**config.mk**
```make
export PLATFORM = sky130hd
export DESIGN_NAME = bsr_bus_ctrl
export DESIGN_NICKNAME = d
export VERILOG_FILES = /design/src/bsr_pkg.sv /design/src/bsr_bus_ctrl.sv /design/src/bsr_strap_latch.sv /design/src/bsr_sync2.sv
export VERILOG_INCLUDE_DIRS = /design/src
export SDC_FILE = /design/constraint.sdc
export NUM_CORES = 1
export LEC_CHECK = 0
export BUFFER_PORTS_ARGS = -buffer_cell sky130_fd_sc_hd__buf_4
export CORE_MARGIN = 4
export CORE_UTILIZATION = 35
export DETAILED_ROUTE_END_ITERATION = 16
export SLEW_MARGIN = 15
export SYNTH_ARGS = -nofsm -noshare
export SYNTH_HDL_FRONTEND = slang
export SYNTH_SLANG_ARGS = --single-unit
```
**constraint.sdc**
```tcl
create_clock -name mclk -period 3.8 [get_ports mclk]
set_input_delay 0.38 -clock mclk [delete_from_list [all_inputs] [get_ports mclk]]
set_output_delay 0.38 -clock mclk [all_outputs]
set_load 0.1 [all_outputs]
```
**src/bsr_regs.svh**
```systemverilog
// Constants of the bus status, reset and strap block.
`ifndef BSR_REGS_SVH
`define BSR_REGS_SVH
`define BSR_RESET_VEC      20'hFFFF0
`define BSR_FETCH_HALF_PER 13
`define BSR_FETCH_CYC      ((`BSR_FETCH_HALF_PER + 1) / 2)
`define BSR_UCS_SIZE_RST   2'h0
`define BSR_LCS_SIZE_RST   2'h0
`define BSR_AO_RST         1'b0
`endif

```
**src/bsr_pkg.sv**
```systemverilog
// Types of the bus status, reset and strap block.
package bsr_pkg;
    typedef enum logic [2:0] {
        BSR_ST_INTA    = 3'h0,
        BSR_ST_IO_RD   = 3'h1,
        BSR_ST_IO_WR   = 3'h2,
        BSR_ST_HALT    = 3'h3,
        BSR_ST_FETCH   = 3'h4,
        BSR_ST_MEM_RD  = 3'h5,
        BSR_ST_MEM_WR  = 3'h6,
        BSR_ST_PASSIVE = 3'h7
    } bsr_status_t;
    typedef enum logic [6:0] {
        BSR_IDLE = 7'h01,
        BSR_T1   = 7'h02,
        BSR_T2   = 7'h04,
        BSR_T3   = 7'h08,
        BSR_TW   = 7'h10,
        BSR_T4   = 7'h20,
        BSR_HOLD = 7'h40
    } bsr_state_t;
endpackage

```
**src/bsr_bus_ctrl.sv**
```systemverilog
// Bus cycle sequencer with reset synchronisation and reset straps.
`timescale 1ns/1ps
`default_nettype none
`include "bsr_regs.svh"
module bsr_bus_ctrl (
    input  wire logic        mclk,
    input  wire logic        rst,
    input  wire logic        hold_req,
    output logic             hold_ack,
    input  wire logic        cyc_req,
    output logic             cyc_ready,
    input  wire logic [2:0]  cyc_kind,
    input  wire logic        cyc_dma,
    input  wire logic        cyc_refresh,
    input  wire logic [19:0] cyc_addr,
    input  wire logic [15:0] cyc_wdata,
    output logic      [15:0] cyc_rdata,
    output logic             cyc_done,
    input  wire logic        srdy,
    input  wire logic        ardy,
    input  wire logic [15:0] ad_i,
    output logic      [15:0] ad_o,
    output logic             ad_oe,
    output logic      [19:0] addr_o,
    output logic             addr_oe,
    output logic             ale,
    output logic             rd_n_o,
    output logic             rd_oe,
    output logic             wr_n_o,
    output logic             wr_oe,
    output logic      [2:0]  cycle_status_code_o,
    output logic             cycle_status_code_oe,
    output logic             dma_cycle_flag_o,
    output logic             dma_cycle_flag_oe,
    input  wire logic        vector_zone_n_i,
    output logic             vector_zone_n_o,
    output logic             vector_zone_n_oe,
    input  wire logic        aden_strap_i,
    output logic             refresh_indicator_low_o,
    output logic             refresh_indicator_low_oe,
    input  wire logic        half_clock_strap,
    input  wire logic        emul_strap_a,
    input  wire logic        emul_strap_b,
    input  wire logic        psram_mode,
    output logic             midrange_select_refresh,
    output logic             upper_select_n,
    output logic             lower_select_n,
    output logic             select_oe,
    input  wire logic        cs_cfg_wr,
    input  wire logic [1:0]  ucs_size_code,
    input  wire logic [1:0]  lcs_size_code,
    input  wire logic        ucs_addr_only_select,
    input  wire logic        lcs_addr_only_select,
    output logic             half_clock_mode,
    output logic             emul_float,
    output logic             clock_test_mode,
    output logic             pins_normal_fn,
    output logic             fetch_start,
    output logic      [19:0] fetch_addr,
    output logic             core_reset
);
    bsr_pkg::bsr_state_t state_reg;
    bsr_pkg::bsr_state_t state_next;
    logic        rst_core;
    logic        rst_prev_reg;
    logic        cap_main;
    logic        cap_aden_reg;
    logic        ardy_sync;
    logic        aden_high;
    logic [3:0]  straps_val;
    logic [3:0]  fetch_cnt_reg;
    logic        run_reg;
    logic [1:0]  ucs_size_reg;
    logic [1:0]  lcs_size_reg;
    logic        ucs_ao_reg;
    logic        lcs_ao_reg;
    logic        lcs_en_reg;
    logic [2:0]  kind_reg;
    logic        dma_reg;
    logic        ref_reg;
    logic        ao_reg;
    logic        ucs_hit_reg;
    logic        lcs_hit_reg;
    logic [19:0] addr_reg;
    logic [15:0] wdata_reg;
    logic        accept;
    logic        ready;
    logic        is_mem;
    logic        is_rd;
    logic        is_wr;
    logic [3:0]  ucs_mask;
    logic [3:0]  lcs_mask;
    logic        ucs_hit;
    logic        lcs_hit;
    logic        in_cyc_next;
    logic        drive_ok;
    logic        ao_new;
    logic        ao_cur;
    logic [2:0]  kind_cur;
    logic        ref_cur;
    logic        ucs_cur;
    logic        lcs_cur;
    logic [19:0] addr_cur;

    // Reset is asserted at once and released only on a clock edge.
    bsr_sync2 #(
        .RST_VAL(1'b1)
    ) u_rst_sync (
        .mclk(mclk),
        .rst (rst),
        .d   (1'b0),
        .q   (rst_core)
    );

    bsr_sync2 #(
        .RST_VAL(1'b0)
    ) u_ardy_sync (
        .mclk(mclk),
        .rst (rst_core),
        .d   (ardy),
        .q   (ardy_sync)
    );

    assign core_reset = rst_core;
    assign fetch_addr = `BSR_RESET_VEC;

    always_ff @(posedge mclk or posedge rst_core) begin
        if (rst_core) begin
            rst_prev_reg <= 1'b1;
            cap_aden_reg <= 1'b0;
        end else begin
            rst_prev_reg <= 1'b0;
            cap_aden_reg <= cap_main;
        end
    end

    assign cap_main = rst_prev_reg;

    // Order: half clock, emulation a, emulation b, vector zone pin.
    bsr_strap_latch #(
        .W      (4),
        .RST_VAL(4'hF)
    ) u_straps (
        .mclk   (mclk),
        .rst    (rst_core),
        .capture(cap_main),
        .pins   ({half_clock_strap, emul_strap_a, emul_strap_b,
                  vector_zone_n_i}),
        .value  (straps_val)
    );

    bsr_strap_latch #(
        .W      (1),
        .RST_VAL(1'b1)
    ) u_aden (
        .mclk   (mclk),
        .rst    (rst_core),
        .capture(cap_aden_reg),
        .pins   (aden_strap_i),
        .value  (aden_high)
    );

    assign half_clock_mode = ~straps_val[3];
    assign emul_float      = ~straps_val[2] & ~straps_val[1];
    assign clock_test_mode = ~straps_val[0];
    assign pins_normal_fn  = ~aden_high;

    // The core may fetch only after the release delay has run out.
    always_ff @(posedge mclk or posedge rst_core) begin
        if (rst_core) begin
            fetch_cnt_reg <= 4'h0;
            run_reg       <= 1'b0;
            fetch_start   <= 1'b0;
        end else begin
            fetch_start <= 1'b0;
            if (!run_reg) begin
                fetch_cnt_reg <= fetch_cnt_reg + 4'h1;
                if (fetch_cnt_reg == 4'(`BSR_FETCH_CYC - 1)) begin
                    run_reg     <= 1'b1;
                    fetch_start <= 1'b1;
                end
            end
        end
    end

    always_ff @(posedge mclk or posedge rst_core) begin
        if (rst_core) begin
            ucs_size_reg <= `BSR_UCS_SIZE_RST;
            lcs_size_reg <= `BSR_LCS_SIZE_RST;
            ucs_ao_reg   <= `BSR_AO_RST;
            lcs_ao_reg   <= `BSR_AO_RST;
            lcs_en_reg   <= 1'b0;
        end else if (cs_cfg_wr) begin
            ucs_size_reg <= ucs_size_code;
            lcs_size_reg <= lcs_size_code;
            ucs_ao_reg   <= ucs_addr_only_select;
            lcs_ao_reg   <= lcs_addr_only_select;
            lcs_en_reg   <= 1'b1;
        end
    end

    // Upper block ends at the top of memory; lower starts at zero.
    assign ucs_mask = 4'hF << ucs_size_reg;
    assign lcs_mask = 4'hF << lcs_size_reg;
    assign is_mem   = cyc_kind[2] & (cyc_kind != bsr_pkg::BSR_ST_PASSIVE);
    assign ucs_hit  = is_mem & ((cyc_addr[19:16] & ucs_mask) == ucs_mask);
    assign lcs_hit  = is_mem & lcs_en_reg
                    & ((cyc_addr[19:16] & lcs_mask) == 4'h0);

    assign accept    = (state_reg == bsr_pkg::BSR_IDLE) & cyc_req & run_reg
                     & ~hold_req & ~emul_float;
    assign cyc_ready = (state_reg == bsr_pkg::BSR_IDLE) & run_reg
                     & ~hold_req & ~emul_float;
    assign ready     = srdy | ardy_sync;
    assign is_rd     = (kind_reg == bsr_pkg::BSR_ST_INTA)
                     | (kind_reg == bsr_pkg::BSR_ST_IO_RD)
                     | (kind_reg == bsr_pkg::BSR_ST_FETCH)
                     | (kind_reg == bsr_pkg::BSR_ST_MEM_RD);
    assign is_wr     = (kind_reg == bsr_pkg::BSR_ST_IO_WR)
                     | (kind_reg == bsr_pkg::BSR_ST_MEM_WR);

    always_comb begin
        state_next = state_reg;
        case (state_reg)
            bsr_pkg::BSR_IDLE: begin
                if (hold_req && !emul_float) begin
                    state_next = bsr_pkg::BSR_HOLD;
                end else if (accept) begin
                    state_next = bsr_pkg::BSR_T1;
                end
            end
            bsr_pkg::BSR_T1: state_next = bsr_pkg::BSR_T2;
            bsr_pkg::BSR_T2: state_next = bsr_pkg::BSR_T3;
            bsr_pkg::BSR_T3,
            bsr_pkg::BSR_TW: begin
                state_next = ready ? bsr_pkg::BSR_T4 : bsr_pkg::BSR_TW;
            end
            bsr_pkg::BSR_T4: state_next = bsr_pkg::BSR_IDLE;
            bsr_pkg::BSR_HOLD: begin
                if (!hold_req) begin
                    state_next = bsr_pkg::BSR_IDLE;
                end
            end
            default: state_next = bsr_pkg::BSR_IDLE;
        endcase
    end

    always_ff @(posedge mclk or posedge rst_core) begin
        if (rst_core) begin
            state_reg <= bsr_pkg::BSR_IDLE;
        end else begin
            state_reg <= state_next;
        end
    end

    // Cycle attributes are frozen when the cycle is accepted.
    always_ff @(posedge mclk or posedge rst_core) begin
        if (rst_core) begin
            kind_reg    <= bsr_pkg::BSR_ST_PASSIVE;
            dma_reg     <= 1'b0;
            ref_reg     <= 1'b0;
            ao_reg      <= 1'b0;
            ucs_hit_reg <= 1'b0;
            lcs_hit_reg <= 1'b0;
            addr_reg    <= 20'h00000;
            wdata_reg   <= 16'h0000;
        end else if (accept) begin
            kind_reg    <= cyc_kind;
            dma_reg     <= cyc_dma;
            ref_reg     <= cyc_refresh;
            ao_reg      <= ao_new;
            ucs_hit_reg <= ucs_hit;
            lcs_hit_reg <= lcs_hit;
            addr_reg    <= cyc_addr;
            wdata_reg   <= cyc_wdata;
        end
    end

    assign in_cyc_next = (state_next == bsr_pkg::BSR_T1)
                       | (state_next == bsr_pkg::BSR_T2)
                       | (state_next == bsr_pkg::BSR_T3)
                       | (state_next == bsr_pkg::BSR_TW)
                       | (state_next == bsr_pkg::BSR_T4);

    assign ao_new = aden_high
                  & ((ucs_hit & ucs_ao_reg)
                  | (lcs_hit & ~ucs_hit & lcs_ao_reg));

    // On the accept edge the registers still hold the previous cycle.
    assign ao_cur   = accept ? ao_new : ao_reg;
    assign kind_cur = accept ? cyc_kind : kind_reg;
    assign ref_cur  = accept ? cyc_refresh : ref_reg;
    assign ucs_cur  = accept ? ucs_hit : ucs_hit_reg;
    assign lcs_cur  = accept ? lcs_hit : lcs_hit_reg;
    assign addr_cur = accept ? cyc_addr : addr_reg;

    // Strobes and codes are registered from the next state.
    always_ff @(posedge mclk or posedge rst_core) begin
        if (rst_core) begin
            ale                     <= 1'b0;
            ad_o                    <= 16'h0000;
            ad_oe                   <= 1'b0;
            rd_n_o                  <= 1'b1;
            wr_n_o                  <= 1'b1;
            cycle_status_code_o     <= bsr_pkg::BSR_ST_PASSIVE;
            dma_cycle_flag_o        <= 1'b0;
            vector_zone_n_o         <= 1'b1;
            refresh_indicator_low_o <= 1'b1;
            midrange_select_refresh <= 1'b1;
            upper_select_n          <= 1'b1;
            lower_select_n          <= 1'b1;
            cyc_done                <= 1'b0;
            cyc_rdata               <= 16'h0000;
        end else begin
            ale    <= (state_next == bsr_pkg::BSR_T1);
            ad_oe  <= ((state_next == bsr_pkg::BSR_T1) & ~ao_cur)
                    | (in_cyc_next & (state_next != bsr_pkg::BSR_T1)
                       & is_wr);
            ad_o   <= (state_next == bsr_pkg::BSR_T1) ? addr_cur[15:0]
                                                     : wdata_reg;
            // The bus is floated at T2, the read strobe follows at T3.
            rd_n_o <= ~(is_rd & ((state_next == bsr_pkg::BSR_T3)
                               | (state_next == bsr_pkg::BSR_TW)));
            wr_n_o <= ~(is_wr & ((state_next == bsr_pkg::BSR_T2)
                               | (state_next == bsr_pkg::BSR_T3)
                               | (state_next == bsr_pkg::BSR_TW)));
            cycle_status_code_o <= (in_cyc_next
                                    & (state_next != bsr_pkg::BSR_T4))
                                   ? kind_cur
                                   : bsr_pkg::BSR_ST_PASSIVE;
            dma_cycle_flag_o <= dma_reg & in_cyc_next
                              & (state_next != bsr_pkg::BSR_T1);
            vector_zone_n_o  <= in_cyc_next
                              ? (|(~addr_cur[19:16]))
                              : 1'b1;
            refresh_indicator_low_o <= ~(ref_cur & ~psram_mode
                                         & in_cyc_next);
            midrange_select_refresh <= ~(ref_cur & psram_mode & in_cyc_next);
            upper_select_n <= ~(ucs_cur & in_cyc_next);
            lower_select_n <= ~(lcs_cur & ~ucs_cur & in_cyc_next);
            cyc_done <= (state_next == bsr_pkg::BSR_T4);
            if (state_next == bsr_pkg::BSR_T4 && is_rd) begin
                cyc_rdata <= ad_i;
            end
        end
    end

    assign hold_ack = (state_reg == bsr_pkg::BSR_HOLD);
    assign addr_o   = addr_reg;
    assign drive_ok = ~emul_float & ~hold_ack;

    assign addr_oe              = drive_ok & ~rst_core;
    assign select_oe            = ~emul_float;
    assign rd_oe                = drive_ok;
    assign wr_oe                = drive_ok & ~rst_core;
    assign cycle_status_code_oe = drive_ok;
    assign dma_cycle_flag_oe    = drive_ok & ~rst_core
                                & pins_normal_fn;
    assign vector_zone_n_oe     = ~emul_float & ~rst_core & pins_normal_fn;
    assign refresh_indicator_low_oe = drive_ok & ~rst_core;
endmodule
`default_nettype wire

```
**src/bsr_strap_latch.sv**
```systemverilog
// Strap latch that captures its pins once per reset and then holds.
`timescale 1ns/1ps
`default_nettype none
module bsr_strap_latch #(
    parameter int        W       = 1,
    parameter logic [W-1:0] RST_VAL = '1
) (
    input  wire logic         mclk,
    input  wire logic         rst,
    input  wire logic         capture,
    input  wire logic [W-1:0] pins,
    output logic      [W-1:0] value
);
    always_ff @(posedge mclk or posedge rst) begin
        if (rst) begin
            value <= RST_VAL;
        end else if (capture) begin
            value <= pins;
        end
    end
endmodule
`default_nettype wire

```
**src/bsr_sync2.sv**
```systemverilog
// Two-stage synchroniser with asynchronous reset to a fixed level.
`timescale 1ns/1ps
`default_nettype none
module bsr_sync2 #(
    parameter logic RST_VAL = 1'b0
) (
    input  wire logic mclk,
    input  wire logic rst,
    input  wire logic d,
    output logic      q
);
    logic meta_reg;

    always_ff @(posedge mclk or posedge rst) begin
        if (rst) begin
            meta_reg <= RST_VAL;
            q        <= RST_VAL;
        end else begin
            meta_reg <= d;
            q        <= meta_reg;
        end
    end
endmodule
`default_nettype wire

```
==> key figures <==
STA
  • Final Hold Viols: 0
  • Max Freq: 338.8 MHz
  • Post-layout min period: roughly 3.0 ns
  • Slew Viols, Final: 0
  • Setup TNS Final: 0 ns
  • # setup viols final: 0
  • Clock Skew: around 0.014 ns
  • Unrepaired setup endpoints after global routing: false
  • Worst-Margin Slew: between 0.8 and 0.9 ns
  • Final period util: 77.68%
  • Max_slew headroom: 46.20%

Clock tree
  • CTS max path bufs: 2
  • Clk sinks: 120
  • TritonCTS Buffers: 17
  • CTS tree: built
  • Reg clk slew, reported paths: approximately 0.050 ns
  • Clk_lat worst skew: ~0.41 ns
  • CTS H-Tree Depth: 4
  • Root Buffer: clkbuf_16

Synthesis
  • Main synth FF type: dfrtp_1
  • Yosys reg bits: 120
  • Yosys warnings: 0
  • Mapped Area: 4780 µm²
  • Syn Inst Count: 426
  • EDFF count, synth: 0
  • Top-count cell post-synth: nand2_1
  • Synth async-reset ratio: 100.0%
  • Synth top area cells: dfrtp_1, dfstp_2, nand2_1
  • Post-synth top cells: nand2_1, dfrtp_1, buf_4
  • Post-synthesis area per instance: 11.22 µm²
  • Seq/Total Area, Yosys: 63.40%
  • Area leader, netlist: dfrtp_1
  • Unique masters post-synth: 49
  • Yosys top cell area share: 51.31%

Final layout
  • Nets: 670
  • # diodes: 0
  • Max reg flops: 20
  • Fraction of layout cells with a size suffix above 1: 42.31%
  • Final non-filler cell total: 781
  • Area growth syn-to-layout: 39.35%

Place
  • Placed cell count: 748
  • Port bufs: 157
  • GPL Wtd Cong: around 0.77
  • Final HPWL DP: 8.107 mm

Detailed routing
  • Drt initial violations: 193
  • Post-route ant nets: 0
  • Via density: 4.428
  • Total wire length: 11.30 mm
  • Pre-Repair DR Iteration Count: 4
  • DR vias: 3,458
  • Wire per inst: 14.47 µm
  • DR DRC count: 0

GRT
  • Gr usage total: approximately 15%
  • Remaining Overflow, GRT: 0
  • Met1 Usage GRT: between 10% and 20%
  • Gr busiest metal: met2
  • Largest net degree at the start of global routing: 70
  • Initial antenna violation count: 0
  • Global-route wire length before repair: between 15 and 20 mm
  • Vias in the first global route: 3,636
  • GRT met2 Usage: 23.70%
  • GRT met3 Usage: 6.003%

Pwr
  • Worst VDD drop: 0.6396 mV
  • Power density cells: 967.6 nW/µm²
  • Leak pwr: 3.421 nW

Setup path
  • Worst-path fanout max: 53
  • Kind of critical path: flop to flop
  • Nature of the critical path endpoint: flop
  • Crit path launch type: flop
  • CP required: 4.13 ns
  • Critical path arrival: 3.29 ns
  • Reg2Reg Setup Slack: 0.85 ns

Status
  • Outcome: completed

Run
  • Max Cap Viol: 0

Floorplanning
  • Core area: about 13,000 µm²
  • Initial core utilization: 35.95%
  • Die X: between 100 and 150 µm
  • I/O pin count: 178
  • # rows: 42
  • Die Height: between 100 and 150 µm
  • Die area: between 15,000 and 20,000 µm²

Hold path
  • Type of the worst min-delay path: input pin to flop
cell type report:
cell class,count,area (µm²)
fillers,1231,6635
flip-flops and latches,120,3030
multi-input cells,278,1546
repair buffers,162,1219
clock buffers,21,470.5
well taps,176,220.2
clock inverters,11,122.6
inverters,13,51.30
repair_timing:
item,CTS,global route
setup buffers,0,0
resized for setup,0,0
hold buffers,1,0
endpoints found under the hold margin,2,0
routing by layer:
metal	share of wire [%]	wire length (µm)
met5	0	0
met4	1.9	213
met3	7.0	789
met2	49	5527
met1	42	4771
stage by stage:
stage	hold WS (ns)	setup slack (ns)	util, %	power, W	instance area, µm²
final	0.07586	0.8483	50.09	0.006444	6660
after global routing	0.05009	0.6936	50.09	0.006729	6660
after CTS	0.05408	0.8371	50.09	0.006514	6660
after detailed placement	0.3395	0.8462	45.56	0.004906	6057
after global placement	0.3341	0.9358	45.56	0.004871	6057
after floorplan	0.2915	-0.1000	-	0.004263	4875
where the power goes:
group          switching, W  internal (W)  total (W)
combinational       0.00243      0.000572    0.00300
clock              0.000566       0.00101    0.00158
sequential         0.000187       0.00168    0.00187
total               0.00318       0.00326    0.00644
final timing paths:
check                                startpoint                      end  cells after the start
setup / recovery                   state_reg[2]  refresh_indicator_low_o                      7
hold / removal                             ardy     u_ardy_sync.meta_reg                      1
setup reg to reg                   state_reg[2]  refresh_indicator_low_o                      7
hold reg to reg            u_ardy_sync.meta_reg            u_ardy_sync.q                      0
max in group asynchronous          u_rst_sync.q             wdata_reg[6]                      2
min in group asynchronous          u_rst_sync.q             state_reg[1]                      1
critical path: stages (launching register included):
cell,delay [ns]
dfrtp_1,0.41
or3_1,0.39
or4_4,0.46
or2_2,0.32
buf_4,0.30
inv_2,0.61
a22o_1,0.29
nand2b_1,0.06
kinds of logic after synthesis:
family / count (synthesis) / synth area share, %
compound gates: 32 / 4.817
xor+xnor: 4 / 0.7329
fa+ha+maj: 2 / 0.5235
buf+inv: 48 / 6.230
flops: 120 / 63.40
mux: 23 / 6.204
other cells: 2 / 0.1571
simple gates: 195 / 17.93
layout by cell type, fill, tap and decap left out, types with 3 or more instances in the layout:
master	n
nor3_2	3
o21bai_1	3
xnor2_1	4
or3_2	3
buf_4	161
clkinvlp_4	7
o21ai_0	7
nor2_1	10
dfstp_2	22
o22a_1	3
a21o_1	3
dfrtp_1	98
inv_1	11
conb_1	22
nand4_1	3
a21oi_1	5
clkbuf_16	17
a31oi_1	3
nor2b_1	3
nand2b_1	3
mux2_4	10
clkbuf_8	3
nand2_1	148
mux2_2	13
Power figures use the tool's default switching activity.
